--- src/vic_consts.svh ---
// Constants of the vectored interrupt controller: offsets, bit positions, vectors
`ifndef VIC_CONSTS_SVH
`define VIC_CONSTS_SVH

`define VIC_PC_W         14
`define VIC_SP_W         4
`define VIC_DEPTH        4'h8
`define VIC_DATA_W       32

// Register byte offsets on the bus
`define VIC_ADR_FIRST    4'h0
`define VIC_ADR_SECOND   4'h4
`define VIC_ADR_MULTI    4'h8
`define VIC_ADR_CONV     4'hC

// Implemented bits; unimplemented bit 7 reads zero in all three, bit 3 also in the pair registers
`define VIC_MASK_FIRST   8'h7F
`define VIC_MASK_PAIR    8'h77
`define VIC_RESET_REG    8'h00

// First control register
`define VIC_B_T1F        6
`define VIC_B_T0F        5
`define VIC_B_EXTF       4
`define VIC_B_T1E        3
`define VIC_B_T0E        2
`define VIC_B_EXTE       1
`define VIC_B_EMI        0
// Second control register and multi-function register share one layout
`define VIC_B_HIF        6
`define VIC_B_MIDF       5
`define VIC_B_LOF        4
`define VIC_B_HIE        2
`define VIC_B_MIDE       1
`define VIC_B_LOE        0
// Converter trigger register
`define VIC_B_MODE_HI    5
`define VIC_B_MODE_LO    4
`define VIC_B_CMP        3

// Comparator edge modes
`define VIC_EDGE_NONE    2'h0
`define VIC_EDGE_RISE    2'h1
`define VIC_EDGE_FALL    2'h2
`define VIC_EDGE_BOTH    2'h3

// Vector of source index n is BASE + STEP * n
`define VIC_VEC_BASE     14'h0004
`define VIC_VEC_STEP     14'h0004
`define VIC_NSRC         6

// Instruction cycles from acknowledge to vector jump
`define VIC_WAIT_RUN     2'h2
`define VIC_WAIT_WAKE    2'h3

`endif

--- src/vic_pkg.sv ---
// Types shared by the vectored interrupt controller modules
`include "vic_consts.svh"
package vic_pkg;
	// Sequencer states
	typedef enum logic [1:0] {
		VIC_IDLE = 2'b00,
		VIC_WAIT = 2'b01,
		VIC_POP  = 2'b10
	} vic_state_t;

	// One-cycle event pulses from the peripherals
	typedef struct packed {
		logic t0Ovf;
		logic t1Ovf;
		logic t2Ovf;
		logic extEdge;
		logic touchWide;
		logic touchNarrow;
		logic touchDone;
		logic convDone;
	} vic_events_t;

	// Requests from the processor core
	typedef struct packed {
		logic                  instrStrobe;
		logic                  sleepWake;
		logic                  callPush;
		logic                  retPop;
		logic                  retiPop;
		logic [`VIC_PC_W-1:0]  pcNow;
	} vic_core_req_t;

	// Answers to the processor core
	typedef struct packed {
		logic                  jump;
		logic [`VIC_PC_W-1:0]  target;
		logic                  stackFull;
	} vic_core_ans_t;
endpackage

--- src/vic_ctrl.sv ---
// Vectored interrupt controller with Wishbone registers and return stack
`include "vic_consts.svh"

module vic_ctrl
	import vic_pkg::*;
(
	input  wire logic                    mclk,
	input  wire logic                    rst,
	// Wishbone classic slave
	input  wire logic                    wbCyc,
	input  wire logic                    wbStb,
	input  wire logic                    wbWe,
	input  wire logic [3:0]              wbAdr,
	input  wire logic [3:0]              wbSel,
	input  wire logic [`VIC_DATA_W-1:0]  wbDatI,
	output logic      [`VIC_DATA_W-1:0]  wbDatO,
	output logic                         wbAck,
	// Peripheral events and comparator level
	input  wire vic_events_t             events,
	input  wire logic                    compOut,
	// Processor core side
	input  wire vic_core_req_t           coreReq,
	output vic_core_ans_t                coreAns
);
	// All registered state of the controller
	// Stack contents live in the memory; only the pointer is reset, so old
	// entries above the pointer are never read back
	typedef struct packed {
		vic_state_t            st;        // Sequencer state
		logic [7:0]            first;     // First control register
		logic [7:0]            second;    // Second control register
		logic [7:0]            multi;     // Multi-function register
		logic [1:0]            edgeMode;  // Comparator edge mode
		logic                  compStat;  // Sampled comparator output
		logic [`VIC_SP_W-1:0]  sp;        // Stack pointer, entries used
		logic [1:0]            waitCnt;   // Strobes left before jump
		logic [`VIC_PC_W-1:0]  vecAddr;   // Latched vector
		logic                  jump;      // Jump pulse to core
		logic [`VIC_PC_W-1:0]  target;    // Jump target to core
		logic                  ack;       // Bus acknowledge
		logic [7:0]            rdat;      // Bus read data
	} vic_ctrl_s_t;

	vic_ctrl_s_t state;       // Current state
	vic_ctrl_s_t next_state;  // Next state

	logic [`VIC_NSRC-1:0]  pend;      // Flag and enable per source
	logic                  anyPend;   // Some source pending
	logic [2:0]            winIdx;    // Winning source index
	logic                  stackFull; // No room to push
	logic                  take;      // Acknowledge this cycle
	logic                  busReq;    // New bus cycle this clock
	logic                  busWr;     // Write strobe on lane 0
	logic                  compEdge;  // Selected comparator edge
	logic                  mfSet;     // Enabled multi sub-source fired
	logic                  stkWr;     // Stack write
	logic [2:0]            stkWrAdr;  // Stack write address
	logic [2:0]            stkRdAdr;  // Stack read address
	logic [`VIC_PC_W-1:0]  stkWrDat;  // Stack write data
	logic [`VIC_PC_W-1:0]  stkRdDat;  // Stack read data

	// Priority among the six request paths
	vic_prio u_prio (
		.pend (pend),
		.any  (anyPend),
		.idx  (winIdx)
	);

	// Return stack storage
	vic_stack_mem u_stack (
		.mclk   (mclk),
		.wrEn   (stkWr),
		.wrAddr (stkWrAdr),
		.wrData (stkWrDat),
		.rdAddr (stkRdAdr),
		.rdData (stkRdDat)
	);

	// Source pending terms, index order is priority order
	always_comb begin
		pend[0] = state.first[`VIC_B_EXTF] & state.first[`VIC_B_EXTE];
		pend[1] = state.first[`VIC_B_T0F] & state.first[`VIC_B_T0E];
		pend[2] = state.first[`VIC_B_T1F] & state.first[`VIC_B_T1E];
		pend[3] = state.second[`VIC_B_LOF] & state.second[`VIC_B_LOE];
		pend[4] = state.second[`VIC_B_MIDF] & state.second[`VIC_B_MIDE];
		pend[5] = state.second[`VIC_B_HIF] & state.second[`VIC_B_HIE];
	end

	// Acknowledge decision; core stack operations take precedence
	// A full stack blocks the acknowledge outright: pushing would overwrite
	// the oldest return address, which is worse than a late service
	always_comb begin
		stackFull = (state.sp == `VIC_DEPTH);
		take = (state.st == VIC_IDLE) && coreReq.instrStrobe
			&& state.first[`VIC_B_EMI]
			&& anyPend
			&& !stackFull
			&& !coreReq.callPush && !coreReq.retPop && !coreReq.retiPop;
	end

	// Bus strobes: one access per cycle, ack follows one clock later
	// The registered ack costs one cycle per access but keeps the decode
	// and read mux off the path from the master's strobe
	always_comb begin
		busReq = wbCyc && wbStb && !state.ack;
		busWr  = busReq && wbWe && wbSel[0];
	end

	// Comparator edge selection for the converter flag
	// Status resets low, matching an idle comparator, so no false edge follows reset
	always_comb begin
		case (state.edgeMode)
			`VIC_EDGE_RISE: compEdge = compOut && !state.compStat;
			`VIC_EDGE_FALL: compEdge = !compOut && state.compStat;
			`VIC_EDGE_BOTH: compEdge = compOut != state.compStat;
			default:        compEdge = 1'b0;
		endcase
	end

	// Multi-function trigger only from sub-sources that are enabled
	always_comb begin
		mfSet = (events.touchWide && state.multi[`VIC_B_HIE])
			|| (events.touchNarrow && state.multi[`VIC_B_MIDE])
			|| (events.t2Ovf && state.multi[`VIC_B_LOE]);
	end

	// Stack port control: push on acknowledge or call, read on return
	// A call is only written while idle; a call that the sequencer ignores
	// must not scribble over the slot that a pending return is reading
	always_comb begin
		stkWr    = (take || (coreReq.callPush && coreReq.instrStrobe
			&& state.st == VIC_IDLE)) && !stackFull;
		stkWrAdr = state.sp[2:0];
		stkWrDat = coreReq.pcNow;
		stkRdAdr = 3'(state.sp - 4'h1);
	end

	// Next-state logic
	// Order below sets priority: writes, then service, then returns, then events
	always_comb begin
		next_state = state;
		next_state.jump = 1'b0;
		next_state.ack = busReq;
		next_state.compStat = compOut;

		// Software writes; flag bits are writable, unimplemented bits dropped
		if (busWr) begin
			case (wbAdr)
				`VIC_ADR_FIRST:  next_state.first = wbDatI[7:0] & `VIC_MASK_FIRST;
				`VIC_ADR_SECOND: next_state.second = wbDatI[7:0] & `VIC_MASK_PAIR;
				`VIC_ADR_MULTI:  next_state.multi = wbDatI[7:0] & `VIC_MASK_PAIR;
				`VIC_ADR_CONV: begin
					// Status bit is read-only and ignores the write
					next_state.edgeMode = wbDatI[`VIC_B_MODE_HI:`VIC_B_MODE_LO];
				end
				default: begin
					// Unmapped: write ignored, still acknowledged
				end
			endcase
		end

		// Acknowledge: clear own flag and master enable, push, latch vector
		if (take) begin
			next_state.first[`VIC_B_EMI] = 1'b0;
			case (winIdx)
				3'h0:    next_state.first[`VIC_B_EXTF] = 1'b0;
				3'h1:    next_state.first[`VIC_B_T0F] = 1'b0;
				3'h2:    next_state.first[`VIC_B_T1F] = 1'b0;
				3'h3:    next_state.second[`VIC_B_LOF] = 1'b0;
				3'h4:    next_state.second[`VIC_B_MIDF] = 1'b0;
				default: next_state.second[`VIC_B_HIF] = 1'b0;
			endcase
			next_state.vecAddr = `VIC_VEC_BASE
				+ `VIC_VEC_STEP * {11'h000, winIdx};
			next_state.sp = state.sp + 4'h1;
			next_state.waitCnt = coreReq.sleepWake ? `VIC_WAIT_WAKE : `VIC_WAIT_RUN;
			next_state.st = VIC_WAIT;
		end

		// Plain subroutine call from the core also uses the stack
		// A call while full is dropped; software must keep one slot for service
		if (coreReq.instrStrobe && coreReq.callPush && !stackFull
			&& state.st == VIC_IDLE) begin
			next_state.sp = state.sp + 4'h1;
		end

		// Returns pop the stack; the read data arrive one clock later
		if (coreReq.instrStrobe && (coreReq.retPop || coreReq.retiPop)
			&& state.st == VIC_IDLE && state.sp != 4'h0) begin
			next_state.sp = state.sp - 4'h1;
			next_state.st = VIC_POP;
			if (coreReq.retiPop) begin
				next_state.first[`VIC_B_EMI] = 1'b1;
			end
		end

		// Sequencer
		// Only one jump can be pending at a time, since WAIT and POP both block
		// new acknowledges and returns until they drop back to IDLE
		case (state.st)
			VIC_IDLE: begin
				// Waiting for a request or a return
			end
			VIC_WAIT: begin
				// Count instruction strobes, then jump to the vector
				if (coreReq.instrStrobe) begin
					next_state.waitCnt = state.waitCnt - 2'h1;
					if (state.waitCnt == 2'h1) begin
						next_state.jump = 1'b1;
						next_state.target = state.vecAddr;
						next_state.st = VIC_IDLE;
					end
				end
			end
			VIC_POP: begin
				// Popped address is now on the read port
				next_state.jump = 1'b1;
				next_state.target = stkRdDat;
				next_state.st = VIC_IDLE;
			end
			default: next_state.st = VIC_IDLE;
		endcase

		// Events set flags last so a set wins over any clear
		// A request that meets a software clear in the same clock is therefore kept
		next_state.first[`VIC_B_EXTF] |= events.extEdge;
		next_state.first[`VIC_B_T0F] |= events.t0Ovf;
		next_state.first[`VIC_B_T1F] |= events.t1Ovf;
		next_state.second[`VIC_B_HIF] |= events.touchDone;
		next_state.second[`VIC_B_MIDF] |= events.convDone | compEdge;
		next_state.second[`VIC_B_LOF] |= mfSet;
		next_state.multi[`VIC_B_HIF] |= events.touchWide;
		next_state.multi[`VIC_B_MIDF] |= events.touchNarrow;
		next_state.multi[`VIC_B_LOF] |= events.t2Ovf;

		// Read data captured with the ack; masks keep reserved bits zero
		// Reads have no side effects, so a repeated read returns the same byte
		if (busReq) begin
			case (wbAdr)
				`VIC_ADR_FIRST:  next_state.rdat = state.first & `VIC_MASK_FIRST;
				`VIC_ADR_SECOND: next_state.rdat = state.second & `VIC_MASK_PAIR;
				`VIC_ADR_MULTI:  next_state.rdat = state.multi & `VIC_MASK_PAIR;
				`VIC_ADR_CONV:   next_state.rdat = {2'h0, state.edgeMode,
					state.compStat, 3'h0};
				default:         next_state.rdat = 8'h00;
			endcase
		end
	end

	// State register, synchronous reset to all-disabled
	// Fields are reset one by one so the reset branch holds constants only
	always_ff @(posedge mclk) begin
		if (rst) begin
			state.st       <= VIC_IDLE;
			state.first    <= `VIC_RESET_REG;
			state.second   <= `VIC_RESET_REG;
			state.multi    <= `VIC_RESET_REG;
			state.edgeMode <= `VIC_EDGE_NONE;
			state.compStat <= 1'b0;
			state.sp       <= 4'h0;
			state.waitCnt  <= 2'h0;
			state.vecAddr  <= 14'h0000;
			state.jump     <= 1'b0;
			state.target   <= 14'h0000;
			state.ack      <= 1'b0;
			state.rdat     <= 8'h00;
		end else begin
			state <= next_state;
		end
	end

	// Outputs
	// stackFull is combinational so the core sees a full stack on the same strobe
	always_comb begin
		wbAck             = state.ack;
		wbDatO            = {24'h000000, state.rdat};
		coreAns.jump      = state.jump;
		coreAns.target    = state.target;
		coreAns.stackFull = stackFull;
	end
endmodule

--- src/vic_prio.sv ---
// Fixed-priority selector, lowest index wins
`include "vic_consts.svh"
module vic_prio
	import vic_pkg::*;
(
	input  wire logic [`VIC_NSRC-1:0] pend,
	output logic                      any,
	output logic      [2:0]           idx
);
	// Scan from the top so the lowest pending index is left last
	always_comb begin
		any = |pend;
		idx = 3'h0;
		for (int i = `VIC_NSRC - 1; i >= 0; i--) begin
			if (pend[i]) begin
				idx = 3'(i);
			end
		end
	end
endmodule

--- src/vic_stack_mem.sv ---
// Return stack memory with registered read data
`include "vic_consts.svh"
module vic_stack_mem
	import vic_pkg::*;
(
	input  wire logic                  mclk,
	input  wire logic                  wrEn,
	input  wire logic [2:0]            wrAddr,
	input  wire logic [`VIC_PC_W-1:0]  wrData,
	input  wire logic [2:0]            rdAddr,
	output logic      [`VIC_PC_W-1:0]  rdData
);
	// Storage, contents undefined until pushed
	logic [`VIC_PC_W-1:0] mem [8];

	// Write port and registered read port
	always_ff @(posedge mclk) begin
		if (wrEn) begin
			mem[wrAddr] <= wrData;
		end
		rdData <= mem[rdAddr];
	end
endmodule
--- config.mk ---
export PLATFORM = sky130hd
export DESIGN_NAME = vic_ctrl
export DESIGN_NICKNAME = d
export VERILOG_FILES = /design/src/vic_pkg.sv /design/src/vic_ctrl.sv /design/src/vic_prio.sv /design/src/vic_stack_mem.sv
export VERILOG_INCLUDE_DIRS = /design/src
export SDC_FILE = /design/constraint.sdc
export NUM_CORES = 1
export LEC_CHECK = 0
export ABC_AREA = 1
export BUFFER_PORTS_ARGS = -buffer_cell sky130_fd_sc_hd__buf_2
export CAP_MARGIN = 10
export CORE_ASPECT_RATIO = 0.7
export CORE_MARGIN = 2
export CORE_UTILIZATION = 55
export DETAILED_ROUTE_END_ITERATION = 10
export GPL_ROUTABILITY_DRIVEN = 0
export PLACE_DENSITY = 0.78
export SLEW_MARGIN = 20
export SYNTH_ARGS = -nofsm -noshare
export SYNTH_HDL_FRONTEND = slang
export SYNTH_SLANG_ARGS = --single-unit
--- constraint.sdc ---
create_clock -name mclk -period 6.2 [get_ports mclk]
set_input_delay 0 -clock mclk [delete_from_list [all_inputs] [get_ports mclk]]
set_output_delay 0 -clock mclk [all_outputs]
set_load 0.1 [all_outputs]
After elaboration in Yosys (flattened, before gate mapping):

Memory sizes are Yosys's and may differ from the RTL's. A register that Yosys moved wholly into a read port is not among the register bits.
Cells that the tools add are included.

* $add $sub $neg: 4
* equality and inequality tests: 17
* mux-type cells: 40
* bitwise operators: 16
* reductions and logical operators: 48

Operators by type and width (count)
* $mux W15: 2
* $pmux W15 S2: 1
* $pmux W7 S4: 1
* $mux W25: 1
* $logic_and A1 B1 Y1: 24
* $mux W3: 8
* $mux W7: 3
* $mux W20: 1
* $mux W2: 7
* $eq A4 B4 Y1 const B: 3
* $mux W1: 12
* $or A1 B1 Y1: 10
* $mux W4: 2
* $reduce_and A2 Y1: 4
* $logic_not A1 Y1: 7
* $add A3 B5 Y6 const A: 1
* $and A1 B1 Y1: 6
* $eq A2 B1 Y1 const B: 3
* $eq A2 B2 Y1 const B: 3
* $eq A3 B2 Y1 const B: 2
* $reduce_or A6 Y1: 1
* $reduce_or A5 Y1: 1
* $add A4 B1 Y4 const B: 1
* $eq A4 B3 Y1 const B: 1
* other kinds (16): 20

* flip-flop bits (word level): 68
* memory bits (writable): 112
* bits of input ports: 73
* output and inout bits: 49
* word-level logic and storage cells: 142
* memories: 1

Memory list
* u_stack.mem: words 8, bits a word 14, read ports 1, clocked after memory_dff 1, write ports 1, line vic_stack_mem.sv:14 `` logic [`VIC_PC_W-1:0] mem [8]; ``

Longest topological paths before layout:

Gate-level depths: netlist of run 1.

* depth in word-level cells: 13
* mapped depth: 14
* depth with buffers taken out: 13

Hierarchy:

A second synthesis of run 1 with hierarchy kept.

* cells, all modules: 1011
* area total of the unflattened synthesis: 8663.3 µm²

Modules (own cells, without submodules)
* vic_stack_mem: times used 1, cells each 515, area an instance 5262.5 µm²
* vic_ctrl: times used 1, cells each 481, area an instance 3328.2 µm²
* vic_prio: times used 1, cells each 15, area an instance 72.6 µm²

Least setup slack after synthesis of run 1:

No wires, ideal clock.

* path kind: flip-flop to flip-flop
* start: register state[40] (netlist name)
* end: memory u_stack.mem[5][0] (netlist name) (enable)
* setup time: 0.384 ns
* data arrival time: 2.269 ns
* data required time: 5.816 ns
* setup slack: 3.546 ns
* cell stages (with the launch flop): 13
* cell sequence: dfxtp_1 buf_2 inv_1 buf_2 buf_2 ha_1 nand2_4 nor2_8 nor2_8 nand2_8 nand2_4 nand2_1 nor2_1

* word-level cells in the longest chain between the ends: 10

Ends and longest elaborated chain
* from (decl): line vic_ctrl.sv:44 `vic_ctrl_s_t state;`
* from (signal assigned): line vic_ctrl.sv:268 `state <= next_state;`
* $eq A4 B4 Y1 (no line) *
* via stackFull: line vic_ctrl.sv:50 `logic stackFull;`
* $logic_not A1 Y1 *: line vic_ctrl.sv:97, vic_ctrl.sv:132
* $logic_and A1 B1 Y1 (4 in series): line vic_ctrl.sv:94 `take = (state.st == VIC_IDLE) && coreReq.instrStrobe`
* $logic_or A1 B1 Y1: line vic_ctrl.sv:131 `stkWr = (take || (coreReq.callPush && coreReq.instrStrobe`
* $logic_and A1 B1 Y1 *: line vic_ctrl.sv:132 `&& state.st == VIC_IDLE)) && !stackFull;`
* $mux W1 *: line vic_stack_mem.sv:18 `if (wrEn) begin`
* $mux W1 (implied by the code) *: line vic_stack_mem.sv:19 `mem[wrAddr] <= wrData;`
* to (decl): line vic_stack_mem.sv:14

Mark *: on every way through the listed nets, which the timed path passes. The rest lies on a longest branch.

Final worst setup path of run 1:

* start: register state[41] (netlist name)
* end: memory u_stack.mem[3][10] (netlist name) (enable)

* word-level cells in the longest chain between the ends: 10

Ends and longest elaborated chain (line)
* $eq A4 B4 Y1 (no line)
* $logic_not A1 Y1: vic_ctrl.sv:97, vic_ctrl.sv:132
* $logic_and A1 B1 Y1 (4 in series): vic_ctrl.sv:94
* $logic_or A1 B1 Y1: vic_ctrl.sv:131
* $logic_and A1 B1 Y1: vic_ctrl.sv:132
* $mux W1: vic_stack_mem.sv:18
* $mux W1 (implied by the code): vic_stack_mem.sv:19

Parallel ways exist; a longest one is shown, timed or not.

==> impl_metrics.yaml, run 1 <==
global_routing:
  use_met3: 0.06856
  gr-total-overflow: 0
  grt_pass1_wl_mm: 26.94
  use_met2: 0.3183
  top_usage_layer: "met1"
  grt_pass1_vias: 5322
  grt_util_met1: 0.3308
  antenna_found_initial: 1
  grt_usage: 0.2267
  grt_max_degree: 61
finish:
  drive_gt1_frac: 0.1665
  finalInstanceArea_mm2: 0.009149
  final_cells: 1074
  post-route-util: 0.6531
  layout_common_cells: "122 x nor2_1, 112 x edfxtp_1, 107 x nand2_1, 83 x o21ai_0, 70 x dfxtp_1"
  area_growth_syn_to_layout_pct: 14.97
  layout_commonest_cell: "nor2_1"
  fill_cells: 1075
  fin_nets: 956
critical_path:
  startpoint: "state[41]"
  critPathSlowestCell: "nor2_2"
  worstSetupStartpointType: "flop"
  arrival_ps: 2750
  path_delay_family: "simple AND/OR/NAND/NOR gates"
  critPathKind: "flop to flop"
  crit_required_ps: 6240
  cp-end-kind: "flop"
  max_stage_delay_ps: 790
  crit-reg2reg-launch: "state[41]"
  crit_fanout: 14
  worst-path-buf-inv: 1
  cp_cell_sequence: "inv_1 > ha_1 > nand2_4 > nor2_8 > nor2_8 > nand2_8 > nand2_4 > nand2_1 > nor2_2"
place:
  io_buffers: 68
  placed_area_mm2: 0.008204
  dpl.hpwl_mm: 10.55
  dp_cells: 1003
cts:
  cts_sinks: 183
  cts_max_level: 4
  clk-insertion-delay-late_ps: 430
  cts_tree: "done"
  clk_path_buf_depth: 2
  path_clk_slew_ps: 70
  cts_buffers: 17
  cts_setup_buffers: 0
  cts_root_buf: "clkbuf_16"
sta:
  slew_headroom: 0.3199
  finClkSkew_ps: 10.35
  fin_crit_sh: 0.4361
  rsz0062_at_grt: "false"
  fmax_ghz: 0.3698
  final_max_slew_viol_count: 0
  tightestPinTransition_ps: 1019
  fin_tns_setup_ps: 0
  finalHoldWorstSlack_ps: 30.66
  fin_crit_ps: 2704
  finalSetupViolations: 0
  hold_viol_final: 0
die:
  num_rows: 36
  io_pins: 122
  start_util: 0.5681
  dieHeight_um: 104.6
  die_x_um: 147.8
  die_area_mm2: 0.01546
  core_mm2: 0.01401
drt:
  via_count: 5725
  wl_per_cell_um: 15.67
  routed_wl_mm: 16.83
  ant_nets: 0
  drc: 0
  drtPass1Iterations: 5
  vias_per_cell: 5.331
  dr.first_iter.drc_count: 597
synthesis:
  synthMuxAreaShare: 0
  ys_ff_latch: 183
  synth_compound_area_frac: 0.1291
  synth_cells: 791
  yosysUniqueCellTypes: 45
  synth_top_family_by_area: "simple AND/OR/NAND/NOR gates"
  synthSimpleGateAreaFrac: 0.1558
  ys.flop_type: "edfxtp_1"
  synthAdderAreaFrac: 0.02044
  synth_area_mm2: 0.007958
  synth-edff-count: 112
  synth_seq_area_share: 0.6013
  syn_avg_cell_area_um2: 10.06
  synth-warning-count: 0
  synth_xor_area_frac: 0.002201
  async_reset_ff_frac: 0
power:
  ir_drop_v: 0.0001767
  pwr_density_cell_mw_per_mm2: 338.2
  power_leakage_nw: 3.562
min_path:
  hold_path.class: "input port to flop"
  worstHoldStart: "wbDatI[6]"
outcome:
  status: "complete, no violations"
run:
  drv_cap: 0
-- metrics by stage --
step | worst slack, ps | power (mW)
2_1_floorplan | 3546 | 1.917
3_3_place_gp | 3584 | 2.043
3_5_place_dp | 3505 | 2.060
4_1_cts | 3482 | 3.105
5_1_grt | 3331 | 3.238
6_report | 3496 | 3.095
-- what timing repair did --
| item | CTS | global route |
|---|---|---|
| gates resized for setup | 0 | 0 |
| hold buffers | 38 | 0 |
| hold endpoints to repair | 142 | 0 |
-- worst paths after layout --
path                                      endpoint  slack, ps  cells after the start
worst max register to register  u_stack.mem[3][10]       3500                      9
worst max-delay path            u_stack.mem[3][10]       3500                      9
worst min register to register           state[29]        450                      2
worst min-delay path                     state[69]         30                      5
-- kinds of logic after synthesis --
family / count (synthesis)
AOI/OAI and AO/OA: 185
xor gates and xnor gates: 2
adders and majority gates: 13
buffers and inverters: 133
DFF: 183
other: 1
and+or+nand+nor: 274
-- metal layers --
metal / share of wire / vias up
li1: - / 2783
met5: 0 / -
met4: 0.022 / 0
met1: 0.45 / 2657
met3: 0.094 / 35
met2: 0.43 / 250
-- layout make-up --
cell class / count / area, µm² / share of cell area
sequential: 183 / 4786 / 0.5231
clock inverter: 12 / 125.1 / 0.01368
antenna: 1 / 2.502 / 0.0002735
timing repair buffer: 115 / 788.3 / 0.08616
clock buffer: 20 / 436.7 / 0.04773
inverter: 54 / 216.5 / 0.02366
multi-input combinational: 499 / 2556 / 0.2794
tap: 190 / 237.7 / 0.02598
-- worst register-to-register path, cell delays in order, from the launching register on --
cell and delay (ps):
dfxtp_1 450, inv_1 120, ha_1 270, nand2_4 140, nor2_8 50, nor2_8 150, nand2_8 110, nand2_4 100
nand2_1 130, nor2_2 790
-- synthesized netlist by cell type (2+ instances only) --
cell,n,area [µm²]
a31oi_1,16,100.1
o21ai_1,9,45.04
nor2_4,3,33.78
nand2_4,5,56.30
o221ai_1,2,17.52
nor2_2,3,18.77
buf_2,16,80.08
nand3_2,2,20.02
nand3_1,17,85.08
nor2_8,2,40.04
nand2_2,3,18.77
a21oi_1,47,235.2
nand2_1,107,401.6
clkbuf_1,12,45.04
clkinv_1,2,7.510
o21ai_2,3,26.28
a21oi_2,3,26.28
inv_1,46,172.7
o22ai_1,14,87.58
xor2_1,2,17.52
o211ai_1,3,22.52
o21ai_0,83,415.4
nor2_1,125,469.2
dfxtp_1,71,1421
buf_4,48,360.4
ha_1,13,162.7
edfxtp_1,112,3363
inv_2,3,11.26
a211oi_1,3,22.52
-- registers in the layout, indices dropped and copies added (netlist names) --
register / flops
u_stack.rdData: 14
wbAck: 1
coreAns: 15
u_stack.mem: 112
state: 34
wbDatO: 7
-- report_power, final --
group	total, mW	switching [mW]	internal [mW]
sequential	1.42	0.0395	1.38
combinational	0.636	0.449	0.187
clock	1.04	0.445	0.593
No activity file was read; power rests on OpenSTA's default activity.
==> run 2: changes to the inputs <==
- CORE_UTILIZATION: 55 -> 51
- PLACE_DENSITY: 0.78 -> 0.76
- clock period: 6.2 -> 2.2 ns (I/O delays scaled with it)
==> run 2 against run 1 <==
  * Cell count increased by 1.8%
  * Global-route usage decreased by 1.5 points
  * Combinational power increased to 3.1 times the previous value
  * Hold slack got worse by 8.5 ps
  * Setup slack got worse by 3300 ps
  * Non-clock buffer count increased by 10
  * Maximum frequency increased by 32%
  * Via count decreased by 0.61%
  * Register-to-register slack got worse by 3300 ps
  * Total power increased to 2.8 times the previous value
  * Highest routed layer unchanged
  * Final area increased by 2.9%
  * Critical endpoint is now u_stack.mem[1][9]
  * Die area increased by 7.6%
==> impl_metrics.yaml, run 2 (synthesized netlist as in run 1, its figures left out) <==
place:
  dp_cells: 1023
  io_buffers: 68
  dpl.hpwl_mm: 11.12
  placed_area_mm2: 0.008492
global_routing:
  grt_util_met1: 0.3007
  grt_pass1_wl_mm: 27.05
  grt_max_degree: 61
  gr-total-overflow: 0
  grt_usage: 0.2121
  grt_pass1_vias: 5167
  antenna_found_initial: 0
  top_usage_layer: "met2"
  use_met3: 0.06413
  use_met2: 0.3189
power:
  ir_drop_v: 0.0005451
  pwr_density_cell_mw_per_mm2: 934.0
  p_total_mw: 8.793
  power_leakage_nw: 3.627
sta:
  rsz0062_at_grt: "false"
  tightestPinTransition_ps: 696.5
  finalSetupViolations: 0
  hold_viol_final: 0
  finClkSkew_ps: 9.877
  fin_crit_ps: 2051
  fin_crit_sh: 0.9322
  fmax_ghz: 0.4876
  slew_headroom: 0.5357
  final_max_slew_viol_count: 0
critical_path:
  crit_fanout: 14
  worst-path-buf-inv: 2
  arrival_ps: 2200
  critPathKind: "flop to flop"
  cp-end-kind: "flop"
  cp_cell_sequence: "inv_1 > ha_1 > nand2_1 > nand3b_4 > nor2_8 > nand2_8 > nand2_8 > nand2_8 > nor3_4 > buf_12"
  crit_required_ps: 2350
  max_stage_delay_ps: 320
  worstSetupStartpointType: "flop"
  path_delay_family: "simple AND/OR/NAND/NOR gates"
  cpMostUsedCell: "nand2_8"
  critPathSlowestCell: "dfxtp_1"
drt:
  vias_per_cell: 5.206
  routed_wl_mm: 17.02
  drc: 0
  wl_per_cell_um: 15.57
  dr.first_iter.drc_count: 545
  drtPass1Iterations: 5
  via_count: 5690
  ant_nets: 0
cts:
  clk-insertion-delay-late_ps: 440
  cts_tree: "done"
  cts_sinks: 183
  path_clk_slew_ps: 70
  clk_path_buf_depth: 2
  cts_root_buf: "clkbuf_16"
  cts_buffers: 17
  cts_max_level: 4
finish:
  final_cells: 1093
  layout_common_cells: "119 x nor2_1, 112 x edfxtp_1, 105 x nand2_1, 83 x o21ai_0, 70 x dfxtp_1"
  fin_nets: 966
  finalInstanceArea_mm2: 0.009414
  drive_gt1_frac: 0.1859
  antenna_cells: 0
  largest_reg_flops: 112
  area_growth_syn_to_layout_pct: 18.30
  fill_cells: 1254
  layout_commonest_cell: "nor2_1"
  top_register: "u_stack.mem"
die:
  die_x_um: 153.3
  core_mm2: 0.01536
  start_util: 0.5182
  io_pins: 122
  die_area_mm2: 0.01663
  dieHeight_um: 108.5
  num_rows: 38
run:
  drv_cap: 0
outcome:
  status: "complete, no violations"
min_path:
  hold_path.class: "input port to flop"
## run 2: cell count changes in the layout (fill, tap and decap cells not counted), moves of 2 or more
cell	previous run	this run
buf_12	0	9
nor2_4	3	9
nor2_1	122	119
nor2_2	6	3
clkinv_2	4	6
clkinvlp_4	2	4
nand2_1	107	105
nand2_8	1	3
## run 2: layout make-up
| class | count | area, µm² | share of cell area |
|---|---|---|---|
| flip-flops and latches | 183 | 4786 | 0.5084 |
| multi-input cells | 499 | 2644 | 0.2808 |
| repair buffers | 125 | 975.9 | 0.1037 |
| clock buffers | 19 | 432.9 | 0.04599 |
| well taps | 200 | 250.2 | 0.02658 |
| inverters | 54 | 219.0 | 0.02326 |
| clock inverters | 13 | 106.4 | 0.01130 |
## run 2: routing by layer
layer,vias up,part of all wire
met5,-,0
met2,199,0.44
met3,11,0.070
li1,2795,-
met1,2685,0.48
met4,0,0.0075
## run 2: path summary, 6_finish.rpt
path         startpoint                 to  slack, ps  cells after the start
max           state[71]  u_stack.mem[1][9]        150                     10
min            wbSel[0]          state[45]         20                      4
max reg2reg   state[71]  u_stack.mem[1][9]        150                     10
min reg2reg   state[29]          state[29]        460                      2
## run 2: stage by stage
| step | hold slack (ps) | utilization | worst slack, ps | TNS [ps] |
|---|---|---|---|---|
| finish | 22.13 | 0.6130 | 149.1 | 0 |
| global route | 52.84 | 0.6130 | 34.95 | 0 |
| CTS | 5.913 | 0.6128 | 97.74 | 0 |
| detailed placement | 232.0 | 0.5530 | 117.9 | 0 |
| global placement | 214.0 | 0.5530 | 202.5 | 0 |
| floorplan | 98.87 | - | -24.60 | -344.5 |
## run 2: repair_timing
| item | in CTS | in global routing |
|---|---|---|
| endpoints found under the setup margin | 0 | 21 |
| hold buffers | 38 | 0 |
| hold endpoints to repair | 142 | 0 |
| buffers inserted | 0 | 0 |
| gates resized for setup | 0 | 1 |
## run 2: power by group
group          switching [mW]  leakage [nW]  internal (mW)
clock                    1.28         0.257           1.55
sequential             0.0810          1.59           3.89
combinational            1.36          1.78          0.632
## run 2: tightest hold or removal path, delay by kind of cell
| family | cells | cell delay, ps |
|---|---|---|
| simple gates | 2 | 190 |
| compound gates | 1 | 130 |
| buf+inv | 1 | 100 |
==> run 3: changes to the inputs <==
- MAX_ROUTING_LAYER: default -> met4
==> run 3 against run 2 <==
  * Register-to-register slack about the same
  * Total power about the same
  * Via count hardly changed
  * Critical endpoint unchanged
  * Highest routed layer unchanged
  * Sequential power barely moved
  * Largest power group unchanged
==> impl_metrics.yaml, run 3 (synthesized netlist as in run 1, its figures left out) <==
die:
  dieHeight_um: 108.5
  io_pins: 122
  die_area_mm2: 0.01663
  num_rows: 38
  die_x_um: 153.3
  core_mm2: 0.01536
  start_util: 0.5182
sta:
  fin_crit_sh: 0.9352
  finClkSkew_ps: 6.631
  slew_headroom: 0.5424
  finalHoldWorstSlack_ps: 26.45
  fin_crit_ps: 2058
  fin_tns_setup_ps: 0
  final_max_slew_viol_count: 0
  finalSetupViolations: 0
  rsz0062_at_grt: "false"
  hold_viol_final: 0
  tightestPinTransition_ps: 686.5
  fmax_ghz: 0.4860
critical_path:
  crit_required_ps: 2350
  cpMostUsedCell: "nand2_8"
  cp-end-kind: "flop"
  arrival_ps: 2200
  max_stage_delay_ps: 320
  critPathKind: "flop to flop"
  worstSetupStartpointType: "flop"
  critPathSlowestCell: "dfxtp_1"
  rr_worst_depth: 10
  crit_fanout: 14
  cp_cell_sequence: "inv_1 > ha_1 > nand2_1 > nand3b_4 > nor2_8 > nand2_8 > nand2_8 > nand2_8 > nor3_4 > buf_12"
place:
  placed_area_mm2: 0.008492
  dp_cells: 1023
  io_buffers: 68
  dpl.hpwl_mm: 11.12
global_routing:
  grt_usage: 0.2187
  gr-total-overflow: 0
  grt_max_degree: 61
  grt_pass1_vias: 5173
  grt_pass1_wl_mm: 27.05
  antenna_found_initial: 0
cts:
  cts_root_buf: "clkbuf_16"
  cts_tree: "done"
  cts_sinks: 183
  cts_setup_buffers: 0
  path_clk_slew_ps: 70
  cts_max_level: 4
  clk-insertion-delay-late_ps: 440
  clk_path_buf_depth: 2
  cts_buffers: 17
finish:
  largest_reg_flops: 112
  fill_cells: 1254
  fin_nets: 966
  antenna_cells: 0
  layout_commonest_cell: "nor2_1"
  layout_common_cells: "119 x nor2_1, 112 x edfxtp_1, 105 x nand2_1, 83 x o21ai_0, 70 x dfxtp_1"
  final_cells: 1093
  top_register: "u_stack.mem"
  finalInstanceArea_mm2: 0.009414
  area_growth_syn_to_layout_pct: 18.30
  drive_gt1_frac: 0.1859
power:
  ir_drop_v: 0.0005441
  pwr_density_cell_mw_per_mm2: 933.9
  power_leakage_nw: 3.627
drt:
  via_count: 5692
  wl_per_cell_um: 15.64
  dr.first_iter.drc_count: 513
  ant_nets: 0
  drtPass1Iterations: 7
  routed_wl_mm: 17.09
  vias_per_cell: 5.208
  drc: 0
min_path:
  hold_depth: 4
  hold_path.class: "input port to flop"
outcome:
  status: "complete, no violations"
run:
  drv_cap: 0
-- run 3: cell counts in the layout (fill, tap and decap cells not counted) --
No cell type changed its count.
-- run 3: per-stage QoR --
| stage | power (mW) | setup slack (ps) | utilization |
|---|---|---|---|
| floorplan | 5.469 | -24.60 | - |
| global placement | 5.936 | 202.5 | 0.5530 |
| detailed placement | 5.981 | 117.9 | 0.5530 |
| CTS | 8.830 | 97.74 | 0.6128 |
| global route | 9.173 | 34.98 | 0.6130 |
| finish | 8.791 | 142.5 | 0.6130 |
-- run 3: power by group --
part | switching, mW | internal [mW]
registers | 0.0811 | 3.89
clock network | 1.27 | 1.55
logic | 1.36 | 0.632
-- run 3: per-layer routing --
| layer | wire length, µm | vias to the layer above | track usage | part of all wire |
|---|---|---|---|---|
| li1 | - | 2800 | - | - |
| met1 | 8200 | 2690 | 0.3025 | 0.48 |
| met2 | 7566 | 189 | 0.3186 | 0.44 |
| met3 | 1140 | 13 | 0.05972 | 0.067 |
| met4 | 187 | 0 | 0.06217 | 0.011 |
| met5 | 0 | - | - | 0 |
-- run 3: worst paths after layout --
| path | slack (ps) | end | from |
|---|---|---|---|
| max | 140 | u_stack.mem[1][9] | state[71] |
| min reg2reg | 460 | wbDatO[0] | wbDatO[0] |
| max reg2reg | 140 | u_stack.mem[1][9] | state[71] |
| min | 30 | state[46] | wbSel[0] |
-- run 3: worst max-delay path: cells and delay by family (launching register included) --
kind,cells,cell delay [ps]
flip-flops,1,320
AND/OR/NAND/NOR,7,980
buffers and inverters,2,280
adder cells (fa/ha/maj),1,170
-- run 3: cell type report --
class	count	area [µm²]	area share
inverters	54	219.0	0.02326
clock buffers	19	432.9	0.04599
well taps	200	250.2	0.02658
repair buffers	125	975.9	0.1037
flip-flops and latches	183	4786	0.5084
multi-input cells	499	2644	0.2808
clock inverters	13	106.4	0.01130
-- run 3: repair_timing --
| item | 4_1_cts | 5_1_grt |
|---|---|---|
| endpoints found under the hold margin | 142 | 0 |
| endpoints found under the setup margin | 0 | 21 |
| hold buffers | 38 | 0 |
| gates resized for setup | 0 | 1 |
